--- config.mk ---
export PLATFORM = sky130hd
export DESIGN_NAME = eax_exit_unit
export DESIGN_NICKNAME = d
export VERILOG_FILES = /design/src/verilog/eax_pkg.sv /design/src/verilog/eax_leaf_decode.sv /design/src/verilog/eax_exit_unit.sv
export SDC_FILE = /design/constraint.sdc
export NUM_CORES = 1
export LEC_CHECK = 0
export BUFFER_PORTS_ARGS = -buffer_cell sky130_fd_sc_hd__buf_4
export CORE_AREA = 2 2 407 409
export DETAILED_ROUTE_END_ITERATION = 10
export DIE_AREA = 0 0 409 411
export PLACE_DENSITY_LB_ADDON = 0.12
export REMOVE_ABC_BUFFERS = 1
export SYNTH_ARGS = -nofsm -noshare
export SYNTH_HDL_FRONTEND = slang
export SYNTH_SLANG_ARGS = --single-unit
--- constraint.sdc ---
create_clock -name core_clk -period 2 [get_ports core_clk]
set_input_delay 0.2 -clock core_clk [delete_from_list [all_inputs] [get_ports core_clk]]
set_output_delay 0.2 -clock core_clk [all_outputs]
set_load 0.1 [all_outputs]
--- src/verilog/eax_pkg.sv ---
// package: constants and carrier types for the enclave exit and leaf decode block
package eax_pkg;

  // ==========================================
  // leaf selectors
  localparam logic [31:0] SUP_LEAF_LAST = 32'h00000013;
  localparam logic [31:0] USR_LEAF_LAST_CONTIG = 32'h00000007;
  localparam logic [31:0] USR_FRAME_DECREMENT_LEAF = 32'h00000009;
  localparam logic [31:0] USR_ENTRY_LEAF = 32'h00000002;
  localparam logic [31:0] USR_RESUME_LEAF = 32'h00000003;
  localparam logic [31:0] USR_LEAVE_LEAF = 32'h00000004;
  localparam logic [31:0] SUP_DEBUG_READ_LEAF = 32'h00000004;
  localparam logic [31:0] SUP_DEBUG_WRITE_LEAF = 32'h00000005;

  // ==========================================
  // exit record and misc constants
  localparam logic [7:0] VEC_BREAKPOINT = 8'h03;
  localparam logic [7:0] VEC_PAGE_FAULT = 8'h0e;
  localparam logic [2:0] EXIT_TYPE_BREAKPOINT = 3'h6;
  localparam logic [2:0] EXIT_TYPE_OTHER = 3'h3;
  localparam logic [63:0] FAULT_ADDR_LOW_MASK = 64'h0000000000000fff;
  localparam logic [15:0] FRAME_INDEX_STEP = 16'h0001;
  localparam logic [1:0] TRACKER_WAIT_FOR_TARGET = 2'h1;
  localparam int NUM_CODE_BP = 4;

  // ==========================================
  // operand roles of the implicit registers
  typedef enum logic [3:0] {
    EAX_ROLE_NONE = 4'h0,
    EAX_ROLE_IN = 4'h1,
    EAX_ROLE_PAGE_DESC = 4'h2,
    EAX_ROLE_PAGE_ADDR = 4'h3,
    EAX_ROLE_DATA_IN = 4'h4,
    EAX_ROLE_DATA_OUT = 4'h5,
    EAX_ROLE_STRUCT_ADDR = 4'h6,
    EAX_ROLE_HANDLER_IN = 4'h7,
    EAX_ROLE_RETURN_OUT = 4'h8,
    EAX_ROLE_TARGET_IN = 4'h9,
    EAX_ROLE_HANDLER_OUT = 4'ha,
    EAX_ROLE_VERSION = 4'hb,
    EAX_ROLE_FRAME_OUT = 4'hc
  } eax_role_t;

  typedef struct packed {
    logic valid;
    logic fault;
    logic wide;
    eax_role_t eax_role;
    eax_role_t rbx_role;
    eax_role_t rcx_role;
    eax_role_t rdx_role;
  } eax_decode_t;

  typedef struct packed {
    logic valid;
    logic [2:0] exit_type;
    logic [7:0] vector;
  } eax_exit_info_t;

  typedef struct packed {
    logic ibt_sup;
    logic ss_sup;
    logic encl_cap;
    logic cr4_cet;
    logic shadow_stack_enable;
    logic branch_tracking_enable;
    logic [1:0] tracker;
    logic suppress;
  } eax_flow_t;

endpackage : eax_pkg

--- src/verilog/eax_leaf_decode.sv ---
// leaf decoder: selector to operand roles for both instruction classes
`timescale 1ns/1ps
module eax_leaf_decode import eax_pkg::*; (
  input wire logic is_supervisor,
  input wire logic [31:0] selector,
  input wire logic mode64,
  output eax_decode_t dec
);

  // ==========================================
  // range checks
  wire logic sup_ok = (selector <= SUP_LEAF_LAST); // see RULE_04
  wire logic usr_ok = (selector <= USR_LEAF_LAST_CONTIG) ||
                      (selector == USR_FRAME_DECREMENT_LEAF); // see RULE_05
  wire logic leaf_ok = is_supervisor ? sup_ok : usr_ok; // see RULE_01
  wire logic [4:0] idx = selector[4:0];

  eax_role_t rbx_s, rcx_s, rdx_s, rbx_u, rcx_u, rdx_u, eax_u;

  // ==========================================
  // supervisor-class role table
  always_comb begin // see RULE_04
    rbx_s = EAX_ROLE_PAGE_DESC;
    rcx_s = EAX_ROLE_PAGE_ADDR;
    rdx_s = EAX_ROLE_NONE;
    case (idx)
      5'h00: rcx_s = EAX_ROLE_PAGE_DESC;
      5'h02: begin
        rbx_s = EAX_ROLE_STRUCT_ADDR;
        rcx_s = EAX_ROLE_STRUCT_ADDR;
        rdx_s = EAX_ROLE_STRUCT_ADDR;
      end
      5'h03, 5'h09, 5'h0c, 5'h11: rbx_s = EAX_ROLE_NONE;
      5'h04: rbx_s = EAX_ROLE_DATA_OUT; // see RULE_07
      5'h05: rbx_s = EAX_ROLE_DATA_IN; // see RULE_07
      5'h06: rbx_s = EAX_ROLE_STRUCT_ADDR;
      5'h07, 5'h12, 5'h13: rdx_s = EAX_ROLE_VERSION;
      5'h08: rcx_s = EAX_ROLE_PAGE_DESC;
      5'h0a: rbx_s = EAX_ROLE_DATA_IN;
      5'h0e, 5'h0f, 5'h10: rbx_s = EAX_ROLE_STRUCT_ADDR;
      default: rdx_s = EAX_ROLE_NONE;
    endcase
  end

  // ==========================================
  // user-class role table
  always_comb begin // see RULE_03
    eax_u = EAX_ROLE_IN;
    rbx_u = EAX_ROLE_STRUCT_ADDR;
    rcx_u = EAX_ROLE_PAGE_ADDR;
    rdx_u = EAX_ROLE_NONE;
    case (idx)
      5'h00: rcx_u = EAX_ROLE_STRUCT_ADDR;
      5'h01: rcx_u = EAX_ROLE_STRUCT_ADDR;
      5'h02: begin // see RULE_06
        eax_u = EAX_ROLE_FRAME_OUT;
        rcx_u = EAX_ROLE_RETURN_OUT;
      end
      5'h03: rcx_u = EAX_ROLE_HANDLER_IN;
      5'h04: begin
        rbx_u = EAX_ROLE_TARGET_IN;
        rcx_u = EAX_ROLE_HANDLER_OUT;
      end
      5'h07: rdx_u = EAX_ROLE_PAGE_ADDR;
      5'h09: begin
        rbx_u = EAX_ROLE_NONE;
        rcx_u = EAX_ROLE_NONE;
      end
      default: rdx_u = EAX_ROLE_NONE;
    endcase
  end

  // faulting selectors carry no roles, so nothing downstream can act on them
  assign dec.valid = leaf_ok;
  assign dec.fault = !leaf_ok; // see RULE_26
  assign dec.wide = mode64; // see RULE_02
  assign dec.eax_role = !leaf_ok ? EAX_ROLE_NONE : (is_supervisor ? EAX_ROLE_IN : eax_u);
  assign dec.rbx_role = !leaf_ok ? EAX_ROLE_NONE : (is_supervisor ? rbx_s : rbx_u);
  assign dec.rcx_role = !leaf_ok ? EAX_ROLE_NONE : (is_supervisor ? rcx_s : rcx_u);
  assign dec.rdx_role = !leaf_ok ? EAX_ROLE_NONE : (is_supervisor ? rdx_s : rdx_u);

endmodule : eax_leaf_decode

--- src/verilog/eax_exit_unit.sv ---
// enclave asynchronous exit sequencer with leaf decode front end
// Contract
// RULE_01 - leaf chosen by eax value
// RULE_02 - ignore default-size; 64 or 32 wide
// RULE_03 - leaf operands from rbx rcx rdx
// RULE_04 - decode supervisor leaves 00h to 13h
// RULE_05 - decode user leaves 00h-07h and 09h
// RULE_06 - entry leaf: struct, handler in; frame, return out; code decodes rcx as return out only, no handler in
// RULE_07 - debug read/write data in rbx
// RULE_08 - ip loads the exit handler address
// RULE_09 - eax gets resume leaf value 3
// RULE_10 - rbx gets thread struct linear address
// RULE_11 - rcx gets exit handler address
// RULE_12 - save frame index increments by one
// RULE_13 - restore ext-feature ctrl if enabled
// RULE_14 - re-enable breakpoints outside protected range
// RULE_15 - save shadow stack pointer when enabled
// RULE_16 - save tracker and suppress when tracking
// RULE_17 - restore host flow-protect state, tracker wait
// RULE_18 - clear protected mode then flush translations
// RULE_19 - no debug opt-in: unsuppress all monitoring
// RULE_20 - pend monitor trap exit if enabled
// RULE_21 - page fault clears low 12 address bits
// RULE_22 - hand off to normal event delivery
// RULE_23 - exit runs on events in enclave mode
// RULE_24 - record vector, exit type, valid
// RULE_25 - exit sequence is uninterruptible
// RULE_26 - bad selector raises invalid opcode fault
`timescale 1ns/1ps
module eax_exit_unit import eax_pkg::*; (
  input wire logic core_clk,
  input wire logic reset_n,
  // leaf decode request
  input wire logic insn_valid,
  input wire logic insn_is_supervisor,
  input wire logic [31:0] insn_eax,
  input wire logic efer_long_active,
  input wire logic cs_long,
  output eax_decode_t insn_decode,
  output logic insn_fault,
  // event arrival
  input wire logic event_valid,
  input wire logic [7:0] event_vector,
  input wire logic event_reported,
  // enclave context
  input wire logic protected_mode_flag_set,
  input wire logic [63:0] exit_handler_pointer,
  input wire logic [63:0] thread_struct_linear_addr,
  input wire logic [15:0] current_save_frame_index,
  input wire logic os_ext_state_enable,
  input wire logic [63:0] saved_ext_feature_ctrl,
  input wire logic [NUM_CODE_BP-1:0] bp_outside_range,
  input wire logic debug_opt_in_flag,
  input wire logic saved_trap_flag,
  input wire logic monitor_trap_ctrl,
  input wire logic [63:0] fault_addr_in,
  input eax_flow_t flow_in,
  input wire logic [63:0] shadow_stack_pointer,
  input wire logic [63:0] saved_host_shadow_pointer,
  input eax_flow_t saved_host_flow,
  // exit results
  output logic exit_busy,
  output logic exit_done,
  output logic [63:0] ip_out,
  output logic [31:0] eax_out,
  output logic [63:0] rbx_out,
  output logic [63:0] rcx_out,
  output logic [15:0] frame_index_out,
  output logic ext_feature_write,
  output logic [63:0] ext_feature_out,
  output logic [NUM_CODE_BP-1:0] bp_reenable,
  output logic shadow_save_write,
  output logic [63:0] shadow_save_value,
  output logic tracker_save_write,
  output logic [1:0] tracker_save_value,
  output logic suppress_save_value,
  output logic host_flow_write,
  output eax_flow_t host_flow_out,
  output logic host_ssp_write,
  output logic [63:0] host_ssp_out,
  output logic protected_mode_flag,
  output logic translation_flush,
  output logic debug_restore,
  output logic trap_flag_out,
  output logic monitor_trap_pend,
  output logic fault_addr_write,
  output logic [63:0] fault_addr_out,
  output eax_exit_info_t exit_cause_record,
  output logic deliver_event
);

  // ==========================================
  // state machine
  typedef enum logic [4:0] {
    EAX_IDLE = 5'b00001,
    EAX_LOAD = 5'b00010,
    EAX_FLOW = 5'b00100,
    EAX_MODE = 5'b01000,
    EAX_DONE = 5'b10000
  } eax_state_t;

  eax_state_t state_r, state_nxt;

  // ==========================================
  // leaf decode
  eax_decode_t dec_w;
  wire logic mode64 = efer_long_active && cs_long;

  eax_leaf_decode u_dec (
    .is_supervisor(insn_is_supervisor),
    .selector(insn_eax),
    .mode64(mode64),
    .dec(dec_w)
  );

  always_ff @(posedge core_clk) begin
    if (!reset_n) begin
      insn_decode <= '0;
      insn_fault <= 1'b0;
    end else begin
      insn_decode <= insn_valid ? dec_w : '0; // see RULE_01
      insn_fault <= insn_valid && dec_w.fault; // see RULE_26
    end
  end

  // ==========================================
  // event capture; events are ignored while an exit runs
  wire logic start = (state_r == EAX_IDLE) && event_valid && protected_mode_flag_set; // see RULE_23
  logic [7:0] vec_r;
  logic rep_r;
  logic flow_ss_r, flow_ibt_r;

  always_comb begin
    state_nxt = state_r;
    case (state_r)
      EAX_IDLE: if (start) state_nxt = EAX_LOAD;
      EAX_LOAD: state_nxt = EAX_FLOW;
      EAX_FLOW: state_nxt = EAX_MODE;
      EAX_MODE: state_nxt = EAX_DONE;
      EAX_DONE: state_nxt = EAX_IDLE;
      default: state_nxt = EAX_IDLE;
    endcase
  end

  wire logic in_load = (state_r == EAX_LOAD);
  wire logic in_flow = (state_r == EAX_FLOW);
  wire logic in_mode = (state_r == EAX_MODE);
  wire logic in_done = (state_r == EAX_DONE);
  // truncation to 32 bits outside 64-bit mode
  wire logic [63:0] addr_mask = mode64 ? 64'hffffffffffffffff : 64'h00000000ffffffff; // see RULE_02

  wire logic is_bp = (vec_r == VEC_BREAKPOINT);
  wire logic is_pf = (vec_r == VEC_PAGE_FAULT);
  wire logic flow_sup = saved_host_flow.ibt_sup || saved_host_flow.ss_sup;
  wire logic host_ibt = saved_host_flow.cr4_cet && saved_host_flow.branch_tracking_enable;

  always_ff @(posedge core_clk) begin
    if (!reset_n) begin
      state_r <= EAX_IDLE;
      vec_r <= 8'h00;
      rep_r <= 1'b0;
      flow_ss_r <= 1'b0;
      flow_ibt_r <= 1'b0;
    end else begin
      state_r <= state_nxt; // see RULE_25
      if (start) begin
        vec_r <= event_vector;
        rep_r <= event_reported;
        flow_ss_r <= flow_in.encl_cap && flow_in.cr4_cet && flow_in.shadow_stack_enable;
        flow_ibt_r <= flow_in.encl_cap && flow_in.cr4_cet && flow_in.branch_tracking_enable;
      end
    end
  end

  // ==========================================
  // register loads and exit record
  always_ff @(posedge core_clk) begin
    if (!reset_n) begin
      exit_busy <= 1'b0;
      ip_out <= '0;
      eax_out <= '0;
      rbx_out <= '0;
      rcx_out <= '0;
      frame_index_out <= '0;
      ext_feature_write <= 1'b0;
      ext_feature_out <= '0;
      exit_cause_record <= '0;
    end else begin
      exit_busy <= (state_nxt != EAX_IDLE); // see RULE_25
      ext_feature_write <= in_load && os_ext_state_enable; // see RULE_13
      if (in_load) begin
        ip_out <= exit_handler_pointer & addr_mask; // see RULE_08
        eax_out <= USR_RESUME_LEAF; // see RULE_09
        rbx_out <= thread_struct_linear_addr & addr_mask; // see RULE_10
        rcx_out <= exit_handler_pointer & addr_mask; // see RULE_11
        frame_index_out <= current_save_frame_index + FRAME_INDEX_STEP; // see RULE_12
        ext_feature_out <= saved_ext_feature_ctrl; // see RULE_13
        exit_cause_record.valid <= rep_r; // see RULE_24
        exit_cause_record.vector <= rep_r ? vec_r : 8'h00;
        exit_cause_record.exit_type <= !rep_r ? 3'h0 :
                                       (is_bp ? EXIT_TYPE_BREAKPOINT : EXIT_TYPE_OTHER);
      end
    end
  end

  // ==========================================
  // per breakpoint re-enable
  genvar gi;
  generate
    for (gi = 0; gi < NUM_CODE_BP; gi = gi + 1) begin : g_bp
      wire logic en = in_load ? bp_outside_range[gi] : // see RULE_14
                      (in_mode && !debug_opt_in_flag); // see RULE_19
      always_ff @(posedge core_clk) begin
        if (!reset_n) bp_reenable[gi] <= 1'b0;
        else bp_reenable[gi] <= en;
      end
    end
  endgenerate

  // ==========================================
  // flow-protection save and host restore
  always_ff @(posedge core_clk) begin
    if (!reset_n) begin
      shadow_save_write <= 1'b0;
      shadow_save_value <= '0;
      tracker_save_write <= 1'b0;
      tracker_save_value <= '0;
      suppress_save_value <= 1'b0;
      host_flow_write <= 1'b0;
      host_flow_out <= '0;
      host_ssp_write <= 1'b0;
      host_ssp_out <= '0;
    end else begin
      // enclave state is saved in the same cycle that host values are restored
      shadow_save_write <= in_flow && flow_ss_r; // see RULE_15
      tracker_save_write <= in_flow && flow_ibt_r; // see RULE_16
      host_flow_write <= in_flow && flow_sup; // see RULE_17
      host_ssp_write <= in_flow && saved_host_flow.ss_sup; // see RULE_17
      if (in_flow) begin
        shadow_save_value <= shadow_stack_pointer;
        tracker_save_value <= flow_in.tracker;
        suppress_save_value <= flow_in.suppress;
        host_ssp_out <= saved_host_shadow_pointer;
        host_flow_out <= saved_host_flow;
        if (host_ibt) begin // see RULE_17
          host_flow_out.tracker <= TRACKER_WAIT_FOR_TARGET;
          host_flow_out.suppress <= 1'b0;
        end
      end
    end
  end

  // ==========================================
  // mode exit, debug restore, fault address, hand-off
  always_ff @(posedge core_clk) begin
    if (!reset_n) begin
      protected_mode_flag <= 1'b0;
      translation_flush <= 1'b0;
      debug_restore <= 1'b0;
      trap_flag_out <= 1'b0;
      monitor_trap_pend <= 1'b0;
      fault_addr_write <= 1'b0;
      fault_addr_out <= '0;
      exit_done <= 1'b0;
      deliver_event <= 1'b0;
    end else begin
      // mode flag mirrors the core's flag until this exit clears it
      // held low through delivery too, so the flag never reappears beside deliver_event
      protected_mode_flag <= (in_mode || in_done) ? 1'b0 : protected_mode_flag_set; // see RULE_18
      translation_flush <= in_done; // see RULE_18
      debug_restore <= in_mode && !debug_opt_in_flag; // see RULE_19
      if (in_mode && !debug_opt_in_flag) trap_flag_out <= saved_trap_flag; // see RULE_19
      monitor_trap_pend <= in_done && monitor_trap_ctrl; // see RULE_20
      fault_addr_write <= in_mode && is_pf; // see RULE_21
      if (in_mode && is_pf) fault_addr_out <= fault_addr_in & ~FAULT_ADDR_LOW_MASK;
      exit_done <= in_done;
      deliver_event <= in_done; // see RULE_22
    end
  end

endmodule : eax_exit_unit

==> metrics.yaml <==
cts:
  cts_made_buffers: 69
  clkLatencyLatePin_ns: 0.64
  htree_levels: 3
  cts_tree: "yes"
  clock-root-buffer: "clkbuf_16"
  cts.sink_count: 462
  clk_path_buf_depth: 3
  path_clk_slew_ns: 0.06
power:
  ir_worst_vdd_mv: 0.530
  p_leak_nw: 13.7
  power.density_nw_per_um2: 719
cells_and_area:
  layout_commonest_cell: "buf_4"
  nNetsFinal: 3842
  drive_gt1_share_pct: 35.0
  final_area_sq_um: 33500
  final_cells: 5608
  final_cell_mix: "buf_4, nand2_1, dfxtp_1"
  areaGrowthSynthToFinish_pct: 97.8
critical_path:
  path_max_fanout: 4
  critical-path-top-cell-by-count: "nor2_1"
  path_cells: "nor2_1, buf_4, nand3_4, nor2_1, o21a_1"
  max_stage_delay_ns: 0.93
  critPathLaunchType: "flip-flop"
  r2r_slack_ns: 0.03
  critical_path_buf_inv_count: 1
  rr_startpoint: "state_r[1]$_SDFF_PN0_"
  arrival_ns: 2.54
  required_ns: 2.57
  ff2ff_path_depth: 5
  crit_slowest_cell: "nor2_1"
  r2r-end: "host_flow_write$_SDFF_PN0_"
  crit_type: "flip-flop to flip-flop"
  cp-end-kind: "flip-flop"
  path_delay_family: "simple AND/OR/NAND/NOR gates"
routing:
  antenna_left: 0
  drtPass1Iterations: 4
  num_vias: 18800
  drt_iter0_markers: 671
  viasPerCell: 3.36
  drc: 0
  wirelength_mm: 102
  wl_per_cell_um: 18.2
floorplanning:
  die-area_sq_um: 168000
  die_w_um: 409
  start_util_pct: 10.3
  placementRows: 149
  io_pins: 1033
  die_h_um: 411
  core_area_sq_um: 164000
synthesis:
  synth_cell_types: 50
  netlist_area_sq_um: 16900
  ys.flop_type: "dfxtp_1"
  yosysTopAreaCellShare_pct: 54.6
  yosysTopAreaCell: "dfxtp_1"
  syn_inst: 2005
  synth_edf_count: 0
  yosys_warnings: 0
  synthArstFlopShare_pct: 0
  yosys-top-cells-area: "dfxtp_1, nand2_1, a21oi_1, buf_4, a22o_1"
  ys_seq_area_share_pct: 54.6
  syn_area_per_cell_sq_um: 8.45
  ys_ff_latch: 462
timing:
  finalCritPeriodShare_pct: 98.5
  finalCriticalPeriod_ns: 1.97
  timing.final.ws_setup_ns: 0.0303
  hold_viol_final: 0
  tns_ns: 0
  slew_headroom_pct: 17.3
  slew_viol_final: 0
  fin_worst_skew_ns: 0.0271
  fmax_mhz: 508
  worst_pin_slew_ns: 1.24
  setup_viol: 0
placed_design:
  placedCellCount: 5033
  dp_worst_setup_slack_ns: -0.0854
  io_buffers: 975
  hpwlAfterDp_mm: 76.6
  gp_congestion: 0.753
  dpl_cell_area_sq_um: 26700
grt:
  antenna_found_initial: 4
  grt_overflow: 0
  grt_pass1_wl_mm: 142
  grt_usage_pct: 11.5
  grt_start_max_net_pins: 141
  first_global_vias: 19100
job:
  cap_violations: 0
hold_path:
  hold_path.class: "input pin to flip-flop"
  hold_path_startpoint: "insn_eax[16]"
  min_to: "insn_decode[14]$_SDFF_PP0_"
  holdPathStages: 5
run_status:
  status: "finished, final reports clean"
[area by class of cell]
class | instances | area (sq um)
fillers | 18400 | 130000
clock buffers | 103 | 2050
flip-flops and latches | 462 | 9250
multi-input cells | 1318 | 6460
inverters | 6 | 30.0
diodes | 3 | 7.51
well taps | 2189 | 2740
clock inverters | 18 | 166
repair buffers | 1509 | 12800
[synth_stat cells (5+ instances only)]
library cell,number
nor3_1,13
xor2_1,5
o21ai_2,5
nand2_1,557
dfxtp_1,462
o21ai_0,17
clkbuf_1,115
buf_2,21
nor2_1,43
mux2i_1,10
nand3_1,74
buf_1,7
buf_4,112
nor4_1,12
a211oi_1,8
xnor2_1,12
and3_1,9
a21oi_1,350
buf_6,7
inv_1,5
o21ai_1,45
nand4_1,8
a22o_1,65
[how the worst max path moves through the flow]
stage | from | to | slack [ns] | cells past startpoint
2_1_floorplan | reset_n | rbx_out[32]$_SDFFE_PN0P_ | -7.32 | 3
4_1_cts | insn_eax[3] | insn_decode[10]$_SDFF_PN0_ | 0.01 | 8
3_3_place_gp | vec_r[4]$_SDFFE_PN0P_ | fault_addr_out[36]$_SDFFE_PN0P_ | -0.09 | 5
3_5_place_dp | vec_r[4]$_SDFFE_PN0P_ | fault_addr_out[46]$_SDFFE_PN0P_ | -0.09 | 5
5_1_grt | current_save_frame_index[1] | frame_index_out[15]$_SDFFE_PN0P_ | -0.005 | 7
6_report | state_r[1]$_SDFF_PN0_ | host_flow_write$_SDFF_PN0_ | 0.03 | 5
[power by group]
| group | internal, mW | switching [mW] | leakage, nW |
|---|---|---|---|
| combinational | 1.32 | 1.35 | 8.90 |
| sequential | 9.25 | 0.0288 | 3.72 |
| clock | 7.21 | 4.95 | 1.08 |
| total | 17.8 | 6.34 | 13.7 |
[worst reg2reg max path: cells and delay by family, from the launching register on]
family | cells | cell delay, ns
AO/OA/AOI/OAI | 1 | 0.24
buffers and inverters | 1 | 0.15
flip-flops | 1 | 0.36
AND/OR/NAND/NOR | 3 | 1.17
[cells by family after synthesis]
logic type	count (synthesis)	share of synthesized area (%)
muxes	10	0.591
xor gates and xnor gates	17	0.879
buffers and inverters	268	8.88
DFF	462	54.6
AOI/OAI and AO/OA	502	16.7
other	1	0.0221
adders and majority gates	1	0.0738
and+or+nand+nor	744	18.3
[per-stage QoR]
| stage | hold slack (ns) | total power, mW | util, % |
|---|---|---|---|
| 3_5_place_dp | 0.398 | 11.4 | 16.3 |
| 2_1_floorplan | 0.274 | 10.3 | - |
| 4_1_cts | 0.0109 | 24.9 | 20.4 |
| 6_report | 0.0477 | 24.1 | 20.5 |
| 5_1_grt | 0.00601 | 25.3 | 20.5 |
| 3_3_place_gp | 0.398 | 11.4 | 16.3 |
[sequential cells by signal (all words and copies together) (netlist names), 2 cells and up]
name and count:
exit_cause_record 11, shadow_save_value 64, fault_addr_out 52, host_flow_out 9, vec_r 8, rcx_out 64
ext_feature_out 64, bp_reenable 4, tracker_save_value 2, frame_index_out 16, insn_decode 17, rbx_out 64
host_ssp_out 64, state_r 5
[layer usage]
| layer | vias up | wire length [um] | global-route usage [%] |
|---|---|---|---|
| met3 | 100 | 7590 | 3.69 |
| met1 | 8776 | 43600 | 14.0 |
| met4 | 0 | 2210 | 3.49 |
| met5 | - | 0 | 0 |
| li1 | 9312 | - | - |
| met2 | 641 | 48800 | 19.4 |
[repair_timing]
action | 4_1_cts | 5_1_grt
pin swaps | 1 | 4
endpoints found under the setup margin | 42 | 27
hold endpoints to repair | 438 | 0
gates cloned | 1 | 1
hold buffers | 446 | 0
setup buffers | 0 | 4
resized for setup | 2 | 9
(Power assumes the default switching activity.)
